### src/inc/spc_pkg.sv
// constants shared by the axis register block and its rate generator
// assumes one axis per instance and a single 10 MHz reference clock
package spc_pkg;

    ////////////////////////////////////////////////////////////////
    // widths
    localparam int FEED_W = 24;
    localparam int STEP_W = 13;
    localparam int RAMP_W = 16;
    localparam int DIV_W = 10;
    localparam int SEL_W = 4;
    localparam int BUF_W = 24;

    ////////////////////////////////////////////////////////////////
    // register select codes
    localparam logic [3:0] SEL_FEED = 4'h0;
    localparam logic [3:0] SEL_START = 4'h1;
    localparam logic [3:0] SEL_MAX = 4'h2;
    localparam logic [3:0] SEL_RAMP = 4'h3;
    localparam logic [3:0] SEL_DIV = 4'h4;

    ////////////////////////////////////////////////////////////////
    // reset values
    localparam logic [23:0] FEED_RST = 24'h000000;
    localparam logic [12:0] START_RST = 13'h0001;
    localparam logic [12:0] MAX_RST = 13'h0001;
    localparam logic [15:0] RAMP_RST = 16'h0001;
    localparam logic [9:0] DIV_RST = 10'h002;
    localparam logic [9:0] DIV_MIN = 10'h002;

    // the step accumulator wraps at 8192, giving step * fref / (div * 8192)
    localparam int ACC_W = 13;

    // s-curve ramps take twice the linear time per speed step
    localparam int S_CURVE_FACTOR_SHIFT = 1;

    typedef enum logic [1:0] {
        SPC_IDLE,
        SPC_RUN,
        SPC_DECEL
    } spc_state_t;

endpackage

### src/rtl/spc_rate_gen.sv
// rate generator: turns a speed step and a scale divisor into step pulses
// assumes speed_step and scale_divisor are steady between ramp updates
`timescale 1ns/1ns
module spc_rate_gen #(
    parameter int STEP_W = spc_pkg::STEP_W,
    parameter int DIV_W = spc_pkg::DIV_W
) (
    input wire logic sys_clk,
    input wire logic sys_rst,
    input wire logic run,
    input wire logic [STEP_W-1:0] speed_step,
    input wire logic [DIV_W-1:0] scale_divisor,
    output logic step_pulse
);

    logic [DIV_W-1:0] presc;
    logic [spc_pkg::ACC_W:0] acc;
    logic [DIV_W-1:0] div_eff;
    logic tick;
    logic [spc_pkg::ACC_W:0] next_acc;

    ////////////////////////////////////////////////////////////////
    // divisor below the legal minimum is clamped, avoiding a stuck prescaler
    assign div_eff = (scale_divisor < spc_pkg::DIV_MIN) ? spc_pkg::DIV_MIN : scale_divisor;
    assign tick = run && (presc == div_eff - DIV_W'(1));
    assign next_acc = {1'b0, acc[spc_pkg::ACC_W-1:0]} + {1'b0, speed_step};

    always_ff @(posedge sys_clk or posedge sys_rst) begin
        if (sys_rst) begin
            presc <= '0;
            acc <= '0;
            step_pulse <= 1'b0;
        end else begin
            presc <= (!run || tick) ? '0 : presc + DIV_W'(1);
            acc <= !run ? '0 : (tick ? next_acc : {1'b0, acc[spc_pkg::ACC_W-1:0]});
            step_pulse <= run && tick && next_acc[spc_pkg::ACC_W];
        end
    end

    ////////////////////////////////////////////////////////////////
    a_no_pulse_idle: assert property (@(posedge sys_clk) disable iff (sys_rst)
        !run |=> !step_pulse)
        else $error("step pulse while the generator is stopped");

endmodule

### src/rtl/spc_axis.sv
// one axis: feed-amount down counter, speed/ramp/scale registers, run control
// assumes host commands are one-cycle strobes on sys_clk; ext_stop_pin is async
`timescale 1ns/1ns
module spc_axis #(
    parameter int FEED_W = spc_pkg::FEED_W,
    parameter int STEP_W = spc_pkg::STEP_W,
    parameter int RAMP_W = spc_pkg::RAMP_W,
    parameter int DIV_W = spc_pkg::DIV_W
) (
    input wire logic sys_clk,
    input wire logic sys_rst,
    input wire logic [spc_pkg::SEL_W-1:0] register_select_code,
    input wire logic reg_write,
    input wire logic [spc_pkg::BUF_W-1:0] write_buffer,
    output logic [spc_pkg::BUF_W-1:0] read_buffer,
    input wire logic start_cmd,
    input wire logic stop_cmd,
    input wire logic decel_stop_cmd,
    input wire logic ext_stop_pin,
    input wire logic positioning_mode,
    input wire logic high_speed_mode,
    input wire logic s_curve_mode,
    input wire logic count_hold_bit,
    input wire logic int_on_stop_en,
    output logic busy_output_pin,
    output logic main_status_busy,
    output logic int_out,
    output logic step_pulse,
    output logic [STEP_W-1:0] current_speed
);

    logic [FEED_W-1:0] feed_amount_counter;
    logic [STEP_W-1:0] start_speed_step;
    logic [STEP_W-1:0] max_speed_step;
    logic [RAMP_W-1:0] ramp_rate;
    logic [DIV_W-1:0] speed_scale_divisor;
    spc_pkg::spc_state_t state;
    spc_pkg::spc_state_t next_state;
    logic [RAMP_W:0] ramp_cnt;
    logic ext_stop_meta;
    logic ext_stop_sync;
    logic ext_stop_prev;

    ////////////////////////////////////////////////////////////////
    // external stop: two flops, then edge detect on the second
    always_ff @(posedge sys_clk or posedge sys_rst) begin
        if (sys_rst) begin
            ext_stop_meta <= 1'b0;
            ext_stop_sync <= 1'b0;
            ext_stop_prev <= 1'b0;
        end else begin
            ext_stop_meta <= ext_stop_pin;
            ext_stop_sync <= ext_stop_meta;
            ext_stop_prev <= ext_stop_sync;
        end
    end

    ////////////////////////////////////////////////////////////////
    // register select decode
    wire running = (state != spc_pkg::SPC_IDLE);
    wire wr_feed = reg_write && (register_select_code == spc_pkg::SEL_FEED);
    wire wr_start = reg_write && (register_select_code == spc_pkg::SEL_START);
    wire wr_max = reg_write && (register_select_code == spc_pkg::SEL_MAX);
    wire wr_ramp = reg_write && (register_select_code == spc_pkg::SEL_RAMP);
    wire wr_div = reg_write && (register_select_code == spc_pkg::SEL_DIV);
    wire ext_stop_edge = ext_stop_sync && !ext_stop_prev;
    wire hard_stop = stop_cmd || ext_stop_edge;
    wire feed_zero = (feed_amount_counter == '0);
    wire zero_start = start_cmd && !running && positioning_mode && feed_zero;
    wire go = start_cmd && !running && !zero_start;
    wire count_en = step_pulse && !count_hold_bit;
    // last pulse of a positioning run
    wire pos_done = running && positioning_mode && count_en
        && (feed_amount_counter == FEED_W'(1));
    // one speed step per ramp_rate periods, twice that many in s-curve mode
    wire [RAMP_W:0] ramp_limit = s_curve_mode
        ? ({1'b0, ramp_rate} << spc_pkg::S_CURVE_FACTOR_SHIFT)
        : {1'b0, ramp_rate};
    wire ramp_tick = (ramp_cnt >= ramp_limit - (RAMP_W + 1)'(1));
    wire at_start_speed = (current_speed <= start_speed_step);
    // stop as soon as start speed is reached, no extra ramp period at the floor
    wire decel_end = (state == spc_pkg::SPC_DECEL) && at_start_speed;
    wire stopping = hard_stop || pos_done || decel_end;

    ////////////////////////////////////////////////////////////////
    // read mux: narrow registers padded with zero above their width
    wire [spc_pkg::BUF_W-1:0] rd_feed = feed_amount_counter;
    wire [spc_pkg::BUF_W-1:0] rd_start = {{(spc_pkg::BUF_W - STEP_W){1'b0}}, start_speed_step};
    wire [spc_pkg::BUF_W-1:0] rd_max = {{(spc_pkg::BUF_W - STEP_W){1'b0}}, max_speed_step};
    wire [spc_pkg::BUF_W-1:0] rd_ramp = {{(spc_pkg::BUF_W - RAMP_W){1'b0}}, ramp_rate};
    wire [spc_pkg::BUF_W-1:0] rd_div = {{(spc_pkg::BUF_W - DIV_W){1'b0}}, speed_scale_divisor};
    wire [spc_pkg::BUF_W-1:0] next_read =
        (register_select_code == spc_pkg::SEL_FEED) ? rd_feed :
        (register_select_code == spc_pkg::SEL_START) ? rd_start :
        (register_select_code == spc_pkg::SEL_MAX) ? rd_max :
        (register_select_code == spc_pkg::SEL_RAMP) ? rd_ramp :
        (register_select_code == spc_pkg::SEL_DIV) ? rd_div : '0;

    always_ff @(posedge sys_clk or posedge sys_rst) begin
        if (sys_rst) begin
            read_buffer <= '0;
        end else begin
            read_buffer <= next_read;
        end
    end

    ////////////////////////////////////////////////////////////////
    // settings hold until rewritten
    // write-only updates
    always_ff @(posedge sys_clk or posedge sys_rst) begin
        if (sys_rst) begin
            start_speed_step <= spc_pkg::START_RST;
            max_speed_step <= spc_pkg::MAX_RST;
            ramp_rate <= spc_pkg::RAMP_RST;
            speed_scale_divisor <= spc_pkg::DIV_RST;
        end else begin
            if (wr_start) begin
                start_speed_step <= write_buffer[STEP_W-1:0];
            end
            if (wr_max) begin
                max_speed_step <= write_buffer[STEP_W-1:0];
            end
            if (wr_ramp) begin
                ramp_rate <= write_buffer[RAMP_W-1:0];
            end
            if (wr_div) begin
                speed_scale_divisor <= write_buffer[DIV_W-1:0];
            end
        end
    end

    ////////////////////////////////////////////////////////////////
    // feed amount: a host write wins over a pulse in the same cycle
    // full-width write
    always_ff @(posedge sys_clk or posedge sys_rst) begin
        if (sys_rst) begin
            feed_amount_counter <= spc_pkg::FEED_RST;
        end else if (wr_feed) begin
            feed_amount_counter <= write_buffer[FEED_W-1:0];
        end else if (count_en) begin
            feed_amount_counter <= feed_amount_counter - FEED_W'(1);
        end
    end

    ////////////////////////////////////////////////////////////////
    // run control
    always_comb begin
        next_state = state;
        unique case (state)
            spc_pkg::SPC_IDLE: begin
                if (go) begin
                    next_state = spc_pkg::SPC_RUN;
                end
            end
            spc_pkg::SPC_RUN: begin
                if (stopping) begin
                    next_state = spc_pkg::SPC_IDLE;
                end else if (decel_stop_cmd && high_speed_mode) begin
                    next_state = spc_pkg::SPC_DECEL;
                end else if (decel_stop_cmd) begin
                    next_state = spc_pkg::SPC_IDLE;
                end
            end
            spc_pkg::SPC_DECEL: begin
                if (stopping) begin
                    next_state = spc_pkg::SPC_IDLE;
                end
            end
        endcase
    end

    always_ff @(posedge sys_clk or posedge sys_rst) begin
        if (sys_rst) begin
            state <= spc_pkg::SPC_IDLE;
            ramp_cnt <= '0;
        end else begin
            state <= next_state;
            ramp_cnt <= (!running || ramp_tick) ? '0 : ramp_cnt + (RAMP_W + 1)'(1);
        end
    end

    ////////////////////////////////////////////////////////////////
    // speed: start at start step, ramp one step per tick
    always_ff @(posedge sys_clk or posedge sys_rst) begin
        if (sys_rst) begin
            current_speed <= '0;
        end else if (go) begin
            current_speed <= start_speed_step;
        end else if (running && high_speed_mode && ramp_tick) begin
            if (state == spc_pkg::SPC_DECEL) begin
                current_speed <= at_start_speed ? current_speed : current_speed - STEP_W'(1);
            end else if (current_speed < max_speed_step) begin
                current_speed <= current_speed + STEP_W'(1);
            end else if (current_speed > max_speed_step) begin
                current_speed <= current_speed - STEP_W'(1);
            end
        end
    end

    ////////////////////////////////////////////////////////////////
    // busy and interrupt; a zero-count start never raises busy
    // immediate stop on zero count
    always_ff @(posedge sys_clk or posedge sys_rst) begin
        if (sys_rst) begin
            int_out <= 1'b0;
        end else begin
            int_out <= int_on_stop_en && (zero_start || (running && next_state == spc_pkg::SPC_IDLE));
        end
    end

    assign busy_output_pin = running;
    assign main_status_busy = running;

    spc_rate_gen #(
        .STEP_W(STEP_W),
        .DIV_W(DIV_W)
    ) u_rate (
        .sys_clk(sys_clk),
        .sys_rst(sys_rst),
        .run(running),
        .speed_step(current_speed),
        .scale_divisor(speed_scale_divisor),
        .step_pulse(step_pulse)
    );

    ////////////////////////////////////////////////////////////////
    a_count_down: assert property (@(posedge sys_clk) disable iff (sys_rst)
        step_pulse && !count_hold_bit && !wr_feed
        |=> feed_amount_counter == $past(feed_amount_counter) - FEED_W'(1))
        else $error("feed amount did not count down on a pulse");
    a_count_hold: assert property (@(posedge sys_clk) disable iff (sys_rst)
        count_hold_bit && !wr_feed |=> $stable(feed_amount_counter))
        else $error("feed amount changed while held");
    a_read_feed: assert property (@(posedge sys_clk) disable iff (sys_rst)
        register_select_code == spc_pkg::SEL_FEED |=> read_buffer == $past(feed_amount_counter))
        else $error("read buffer does not show the remaining count");
    a_pos_stop: assert property (@(posedge sys_clk) disable iff (sys_rst)
        pos_done |=> !busy_output_pin ##1 !step_pulse)
        else $error("positioning did not stop at zero");
    a_zero_start: assert property (@(posedge sys_clk) disable iff (sys_rst)
        zero_start |=> !main_status_busy ##1 !step_pulse)
        else $error("zero count start produced activity");
    a_zero_int: assert property (@(posedge sys_clk) disable iff (sys_rst)
        zero_start && int_on_stop_en |=> int_out)
        else $error("no interrupt on zero count start");
    a_read_pad: assert property (@(posedge sys_clk) disable iff (sys_rst)
        register_select_code == spc_pkg::SEL_START
        |=> read_buffer[spc_pkg::BUF_W-1:STEP_W] == '0)
        else $error("start step upper bits not zero");
    a_read_pad_div: assert property (@(posedge sys_clk) disable iff (sys_rst)
        register_select_code == spc_pkg::SEL_DIV |=> read_buffer[spc_pkg::BUF_W-1:DIV_W] == '0)
        else $error("divisor upper bits not zero");
    a_settings_hold: assert property (@(posedge sys_clk) disable iff (sys_rst)
        !reg_write |=> $stable(start_speed_step) && $stable(max_speed_step)
            && $stable(ramp_rate) && $stable(speed_scale_divisor))
        else $error("setting changed without a write");
    a_decel_stop: assert property (@(posedge sys_clk) disable iff (sys_rst)
        decel_end |=> !busy_output_pin)
        else $error("deceleration did not stop at start speed");
    a_int_off: assert property (@(posedge sys_clk) disable iff (sys_rst)
        !int_on_stop_en |=> !int_out)
        else $error("interrupt raised while disabled");
    a_ramp_start: assert property (@(posedge sys_clk) disable iff (sys_rst)
        go && !wr_start |=> current_speed == $past(start_speed_step))
        else $error("run did not begin at start speed");

endmodule

### config.mk
export PLATFORM = sky130hd
export DESIGN_NAME = spc_axis
export DESIGN_NICKNAME = d
export VERILOG_FILES = /design/src/inc/spc_pkg.sv /design/src/rtl/spc_rate_gen.sv /design/src/rtl/spc_axis.sv
export SDC_FILE = /design/constraint.sdc
export NUM_CORES = 1
export LEC_CHECK = 0
export BUFFER_PORTS_ARGS = -buffer_cell sky130_fd_sc_hd__buf_2
export CAP_MARGIN = 10
export CORE_MARGIN = 1.5
export CORE_UTILIZATION = 50
export CTS_CLUSTER_SIZE = 40
export DETAILED_ROUTE_END_ITERATION = 8
export PLACE_DENSITY = 0.76
export SLEW_MARGIN = 20
export SYNTH_ARGS = -nofsm -noshare
export SYNTH_HDL_FRONTEND = slang
export SYNTH_SLANG_ARGS = --single-unit
### constraint.sdc
create_clock -name sys_clk -period 14.2 [get_ports sys_clk]
set_input_delay 2.13 -clock sys_clk [delete_from_list [all_inputs] [get_ports sys_clk]]
set_output_delay 2.13 -clock sys_clk [all_outputs]
set_load 0.02 [all_outputs]
* Word level (Yosys, flattened, before mapping)
Cells that the tools add are included.
** Storage, ports and cells
- Output and inout bits :: 41
- Register bits :: 160
** Operators by class
- Mux-type cells :: 25
- $add $sub $neg :: 8
- Equality and inequality tests :: 10
- Reduce and logical (&&, ||, !) cells :: 42
- Order comparisons :: 5
** Operators by type and width (number)
- $mux W13 :: 8
- $mux W24 :: 3
- $mux W16 :: 3
- $mux W17 :: 2
- $mux W10 :: 3
- $eq A24 B1 Y1 const B :: 1
- $logic_not A24 Y1 :: 1
- $sub A24 B1 Y24 const B :: 1
- $logic_and A1 B1 Y1 :: 23
- $add A17 B1 Y17 const B :: 1
- $ge A17 B17 Y1 :: 1
- $sub A17 B1 Y17 const B :: 1
- $add A13 B13 Y14 :: 1
- $add A13 B1 Y13 const B :: 1
- $gt A13 B13 Y1 :: 1
- $le A13 B13 Y1 :: 1
- $lt A13 B13 Y1 :: 1
- $sub A13 B1 Y13 const B :: 1
- $add A10 B1 Y10 const B :: 1
- $eq A10 B10 Y1 :: 1
- $lt A10 B2 Y1 const B :: 1
- $mux W2 :: 5
- $sub A10 B1 Y10 const B :: 1
- $eq A4 B2 Y1 const B :: 2
- 14 further kinds :: 25

* Logic depth before layout (Yosys ltp)
- Word-level depth :: 13
- Gate-level depth with buffers :: 21
- Depth with buffers taken out :: 18

* By module
A second synthesis with hierarchy kept.
** Second synthesis, totals
- Cells, all modules :: 1051
- Area, all modules :: 10047.1 um^2
** Modules (own cells, without submodules)
- spc_axis :: cells each 834, instances 1, area each 8074.0 um^2
- spc_rate_gen :: cells each 217, instances 1, area each 1973.1 um^2

* Least setup slack after synthesis
Ideal clock, no wire load.
- Path kind :: input-to-reg
- From :: input s_curve_mode
- To :: register current_speed[4]
- Arrival time :: 6.682 ns
- Setup time :: 0.126 ns
- Stages :: 21
- Buffers on the path :: 4
- Path slack :: 7.392 ns
- Required time :: 14.074 ns
- Path through :: buf_2 buf_1 mux2i_1 ha_1 nand4b_1 nor3_2 nand2_1 or3_4 or3_4 o211a_1 a211oi_1 ha_1 o21a_1 o21ai_0 nor3_1 a211oi_1 or2_1 buf_2 clkbuf_1 nor3_1 a221o_1
** Between the ends
- Word-level cells in the longest chain between the ends :: 6
** RTL lines
- start, declared :: line spc_axis.sv:22 : input wire logic s_curve_mode,
- $mux W17 :: line spc_axis.sv:77 : ? ({1'b0, ramp_rate} << spc_pkg::S_CURVE_FACTOR_SHIFT)
- $sub A17 B1 Y17 :: line spc_axis.sv:79 : wire ramp_tick = (ramp_cnt >= ramp_limit - (RAMP_W + 1)'(1));
- $ge A17 B17 Y1 :: line spc_axis.sv:79
- $logic_and A1 B1 Y1 :: line spc_axis.sv:189 : end else if (running && high_speed_mode && ramp_tick) begin
- $reduce_bool A2 Y1 (no line)
- $reduce_and A3 Y1 (no line)
- end signal, assigned :: line spc_axis.sv:188 : current_speed <= start_speed_step;
- end signal, assigned :: line spc_axis.sv:191 : current_speed <= at_start_speed ? current_speed : current_speed - STEP_W'(1);
- end signal, assigned :: line spc_axis.sv:193 : current_speed <= current_speed + STEP_W'(1);
- end, declared :: line spc_axis.sv:29 : output logic [STEP_W-1:0] current_speed
No other way between the ends.
A chain may end at the register's enable or synchronous reset.

* Worst setup path after layout
- From :: input s_curve_mode
- To :: register current_speed[10]
The elaborated chain is that of the path after synthesis.

==> results.md <==
- The flow ran to the end, and the final reports show no timing, DRC or antenna violations.
- By instance count, the leading cell after synthesis is sky130_fd_sc_hd__dfrtp_1.
- In this run the worst hold path is classified as reg2reg.
- Once layout is complete, the utilization of the core stands at 0.5734.
- The number of buffers added by the clock tree synthesis step is 17.
- The worst voltage drop across the vdd grid is 0.09223 mV.
- The synthesized area is 9946 µm².
- The residual DRC count is 0.
- The via count of the first global-routing pass was 7682.
- Using the TritonRoute via totals, the vias-per-cell ratio works out to 5.768.
- From synthesis to final layout, the design area changed by 12.20%.
- The number of clock sinks is 160.
- Across the run, the number of max-cap violations was 0.
- The final number of max-transition violations is 0.
- The share of the clock period used by the worst path is 0.4708.
- The total of hold buffers inserted after clock tree synthesis is 0.
- The detailed-routing wirelength on met1 is 10780 µm.
- The number of different library cells in the post-synthesis netlist is 74.
- Clock-pin slew was measured on the worst setup and hold paths at 80 ps.
- The share of the Yosys chip area taken by registers is 0.4031.
- The routed wire length on met2 is 11390 µm.
- The placement-stage worst setup slack is 7046 ps.
- The H-tree level count is 4.
- The clock arrives with 19.41 ps of skew.
- Gates resized during post-CTS repair numbered 0.
- The most instantiated flip-flop cell in the synthesis netlist is sky130_fd_sc_hd__dfrtp_1.
- The final net count is 1215.
- The overall fraction of global-route tracks in use is 0.2462.
- Counting instances in the post-synthesis netlist gives the leading cell types as 156 x sky130_fd_sc_hd__dfrtp_1, 112 x sky130_fd_sc_hd__nand2_1, 81 x sky130_fd_sc_hd__nor2_1.
- After synthesis, the cell types taking the most area are sky130_fd_sc_hd__dfrtp_1 39%, sky130_fd_sc_hd__ha_1 8.4%, sky130_fd_sc_hd__mux2_2 6.1%.
- The mean instance size in the synthesized netlist is 9.481 µm².
- The critical path start-end classification is in2reg.
- For this run, asynchronously set or reset flops after synthesis account for 1.000.
- The detail route stage leaves a number of antenna-violating nets equal to 0.
- The final period demand of the worst path is 6685 ps.
- The final layout contains routed wiring with a total length of 24230 µm.
- The effective utilization at floorplan is 0.5110.
- Setup violations remaining at the end of the flow were counted as 0.
- The number of antenna violations at the first check in global routing is 0.
- The placer's final routability congestion estimate is 0.9264.
- The placeable core area is slightly below 20000 µm².
- The detailed-route wire length per cell is 17.49 µm.
- STA classifies the critical path startpoint as an input port.
- The count of inserted antenna diode cells is 0.
- Of the cells placed in the final design, the portion with a size suffix greater than 1 is 0.1848.
- Data arrives at the worst endpoint at 7030 ps.
- Counting instances, the worst hold path has a depth of 0.
- TritonCTS built the clock tree.
- After the first detailed-routing iteration, the DRC count stood at roughly 670.
- The total global routing overflow is 0.
- The cell chosen for the clock root is sky130_fd_sc_hd__clkbuf_16.
- The wire length of the first global-routing pass is 39740 µm.
- The worst-path maximum fanout is 25.
- The number of cells on the worst reg-to-reg path is 18.
- The floorplan row count is 51.
- The number of synthesized flops with an enable pin is 0.
- The post-synthesis net count is around 1200.
- The total count of hold-check failures in the final report is 0.
- For the pin with the worst max-slew slack, the measured transition is 956.5 ps.
- Entering global routing, the biggest net connects 90 pins.
- The count of buffers added on input and output ports is 80.
- The clock passes through at most 2 buffers.
- The highest attainable clock frequency is 149.6 MHz.
- The die footprint is approximately 21000 µm².
- The detailed-router iteration count before antenna repair is 5.
- The gate count after technology mapping is 1049.
- During I/O placement, the number of pins put on the boundary was 81.
- Wire segments on met3 add up to 1436 µm in the final route.
- In this run the top signal layer used is met4.
- The headroom to the max-slew limit is 0.3610.
- The post-CTS setup buffer count is 0.
- STA puts the critical path data required time at approximately 15000 ps.
- Summed over all cells, the static leakage comes to 0.005278 µW.
- In this run the power density over the cells is 140.4 nW/µm².
- Setup repair after global routing left no endpoint under its margin.
- Of the post-synthesis cell area, the dominant cell type holds 0.3925.
- For this run, the number of Yosys warnings is 0.
- The width of the chip is 144.0 µm.
- The worst hold slack is 358.3 ps.
- The vertical die dimension is 144.0 µm.
- Once detailed placement completed, the half-perimeter wirelength came to 17270 µm.
- The count of vias placed by the detailed router is 7988.
- The most area-hungry cell type in the Yosys netlist is sky130_fd_sc_hd__dfrtp_1.
- For the worst-skew pair, the clock arrives at the later sink with an insertion delay of 440 ps.
- STA classifies the critical path endpoint as a flop.
- Setup slack closes at 7515 ps.
- The register bit count reported by yosys is 160.
- Adding up every negative setup slack in the final design gives 0 ps.
path summary, 6_finish.rpt:
| kind | startpoint | endpoint | slack [ps] |
|---|---|---|---|
| max | s_curve_mode | current_speed[10] | 7510 |
| min reg2reg | ext_stop_meta | ext_stop_sync | 360 |
| max in group asynchronous | sys_rst | ramp_rate[5] | 11160 |
| min in group asynchronous | sys_rst | ramp_cnt[6] | 1800 |
| max reg2reg | ramp_rate[1] | current_speed[10] | 9270 |
| min | ext_stop_meta | ext_stop_sync | 360 |
sequential cells by signal (all words and copies together), names as in the netlist:
| signal | cells |
|---|---|
| ramp_cnt | 17 |
| feed_amount_counter | 24 |
| max_speed_step | 13 |
| u_rate.step_pulse | 1 |
| start_speed_step | 13 |
| u_rate.presc | 10 |
| state | 2 |
| ext_stop_prev | 1 |
| current_speed | 13 |
| speed_scale_divisor | 10 |
| ext_stop_sync | 1 |
| ramp_rate | 16 |
| ext_stop_meta | 1 |
| u_rate.acc | 13 |
| read_buffer | 24 |
| int_out | 1 |
placed cells by master, fill, tap and decap left out, drive strengths merged, types with 4 or more instances in the layout:
cell type and instances:
or3 12, mux2i 19, and2 7, xnor2 50, clkbuf 17, nor2b 11, nand2b 9, a21o 4
and3 24, o31ai 6, clkinv 9, a31oi 4, nand2 112, or4 4, buf 83, o21ai 65
dfrtp 156, ha 67, or2 8, a221o 9, nor2 81, mux2 54, nor3b 7, inv 54
nor4 15, nand4 12, nor3 29, nand3 37, dfstp 4, a21oi 60, xor2 35, a211oi 5
layer usage:
metal / vias to the layer above / global-route usage
li1: 3837 / -
met1: 3856 / 0.3350
met2: 245 / 0.3931
met3: 50 / 0.04338
met4: 0 / 0.09184
met5: - / 0
report_power, final:
group / switching (µW) / internal (µW) / total [µW]
logic: 214 / 202 / 416
clock network: 226 / 257 / 484
registers: 127 / 540 / 668
total: 568 / 1000 / 1570
logic make-up after synthesis:
| group | synth area share |
|---|---|
| xor+xnor | 0.07485 |
| mux | 0.08705 |
| buf+inv | 0.03787 |
| fa+ha+maj | 0.08630 |
| simple gates | 0.1887 |
| compound gates | 0.1222 |
| flops | 0.4031 |
final cells by class:
| class | count | area (µm²) |
|---|---|---|
| Clock buffer | 17 | 425.4 |
| Clock inverter | 15 | 212.7 |
| Fill cell | 1654 | 8303 |
| Inverter | 49 | 188.9 |
| Multi-Input combinational cell | 796 | 5565 |
| Sequential cell | 160 | 4009 |
| Tap cell | 265 | 331.6 |
| Timing Repair Buffer | 83 | 426.7 |
per-stage QoR:
step / area, µm² / power [µW] / std cells
after floorplan: 9946 / 967.6 / 1049
after global placement: 10510 / 1066 / 1353
after detailed placement: 10510 / 1085 / 1353
after CTS: 11150 / 1572 / 1385
after global routing: 11160 / 1660 / 1385
final: 11160 / 1567 / 1385
worst max-delay path, stage by stage:
cell and delay, ps:
sky130_fd_sc_hd__buf_2 380, sky130_fd_sc_hd__inv_1 220, sky130_fd_sc_hd__nand2_1 130, sky130_fd_sc_hd__ha_1 220, sky130_fd_sc_hd__nand4b_1 200, sky130_fd_sc_hd__nor3_2 200
sky130_fd_sc_hd__nand2_1 140, sky130_fd_sc_hd__or3_4 370, sky130_fd_sc_hd__or3_4 370, sky130_fd_sc_hd__o211a_1 220, sky130_fd_sc_hd__a211oi_1 220, sky130_fd_sc_hd__ha_1 270
sky130_fd_sc_hd__o21a_1 160, sky130_fd_sc_hd__o21ai_0 210, sky130_fd_sc_hd__nor3_1 90, sky130_fd_sc_hd__a211oi_1 260, sky130_fd_sc_hd__buf_4 210, sky130_fd_sc_hd__or2_1 460
sky130_fd_sc_hd__mux2_2 400, sky130_fd_sc_hd__a21o_1 170
Note: power is estimated with default switching activity, not from simulation.
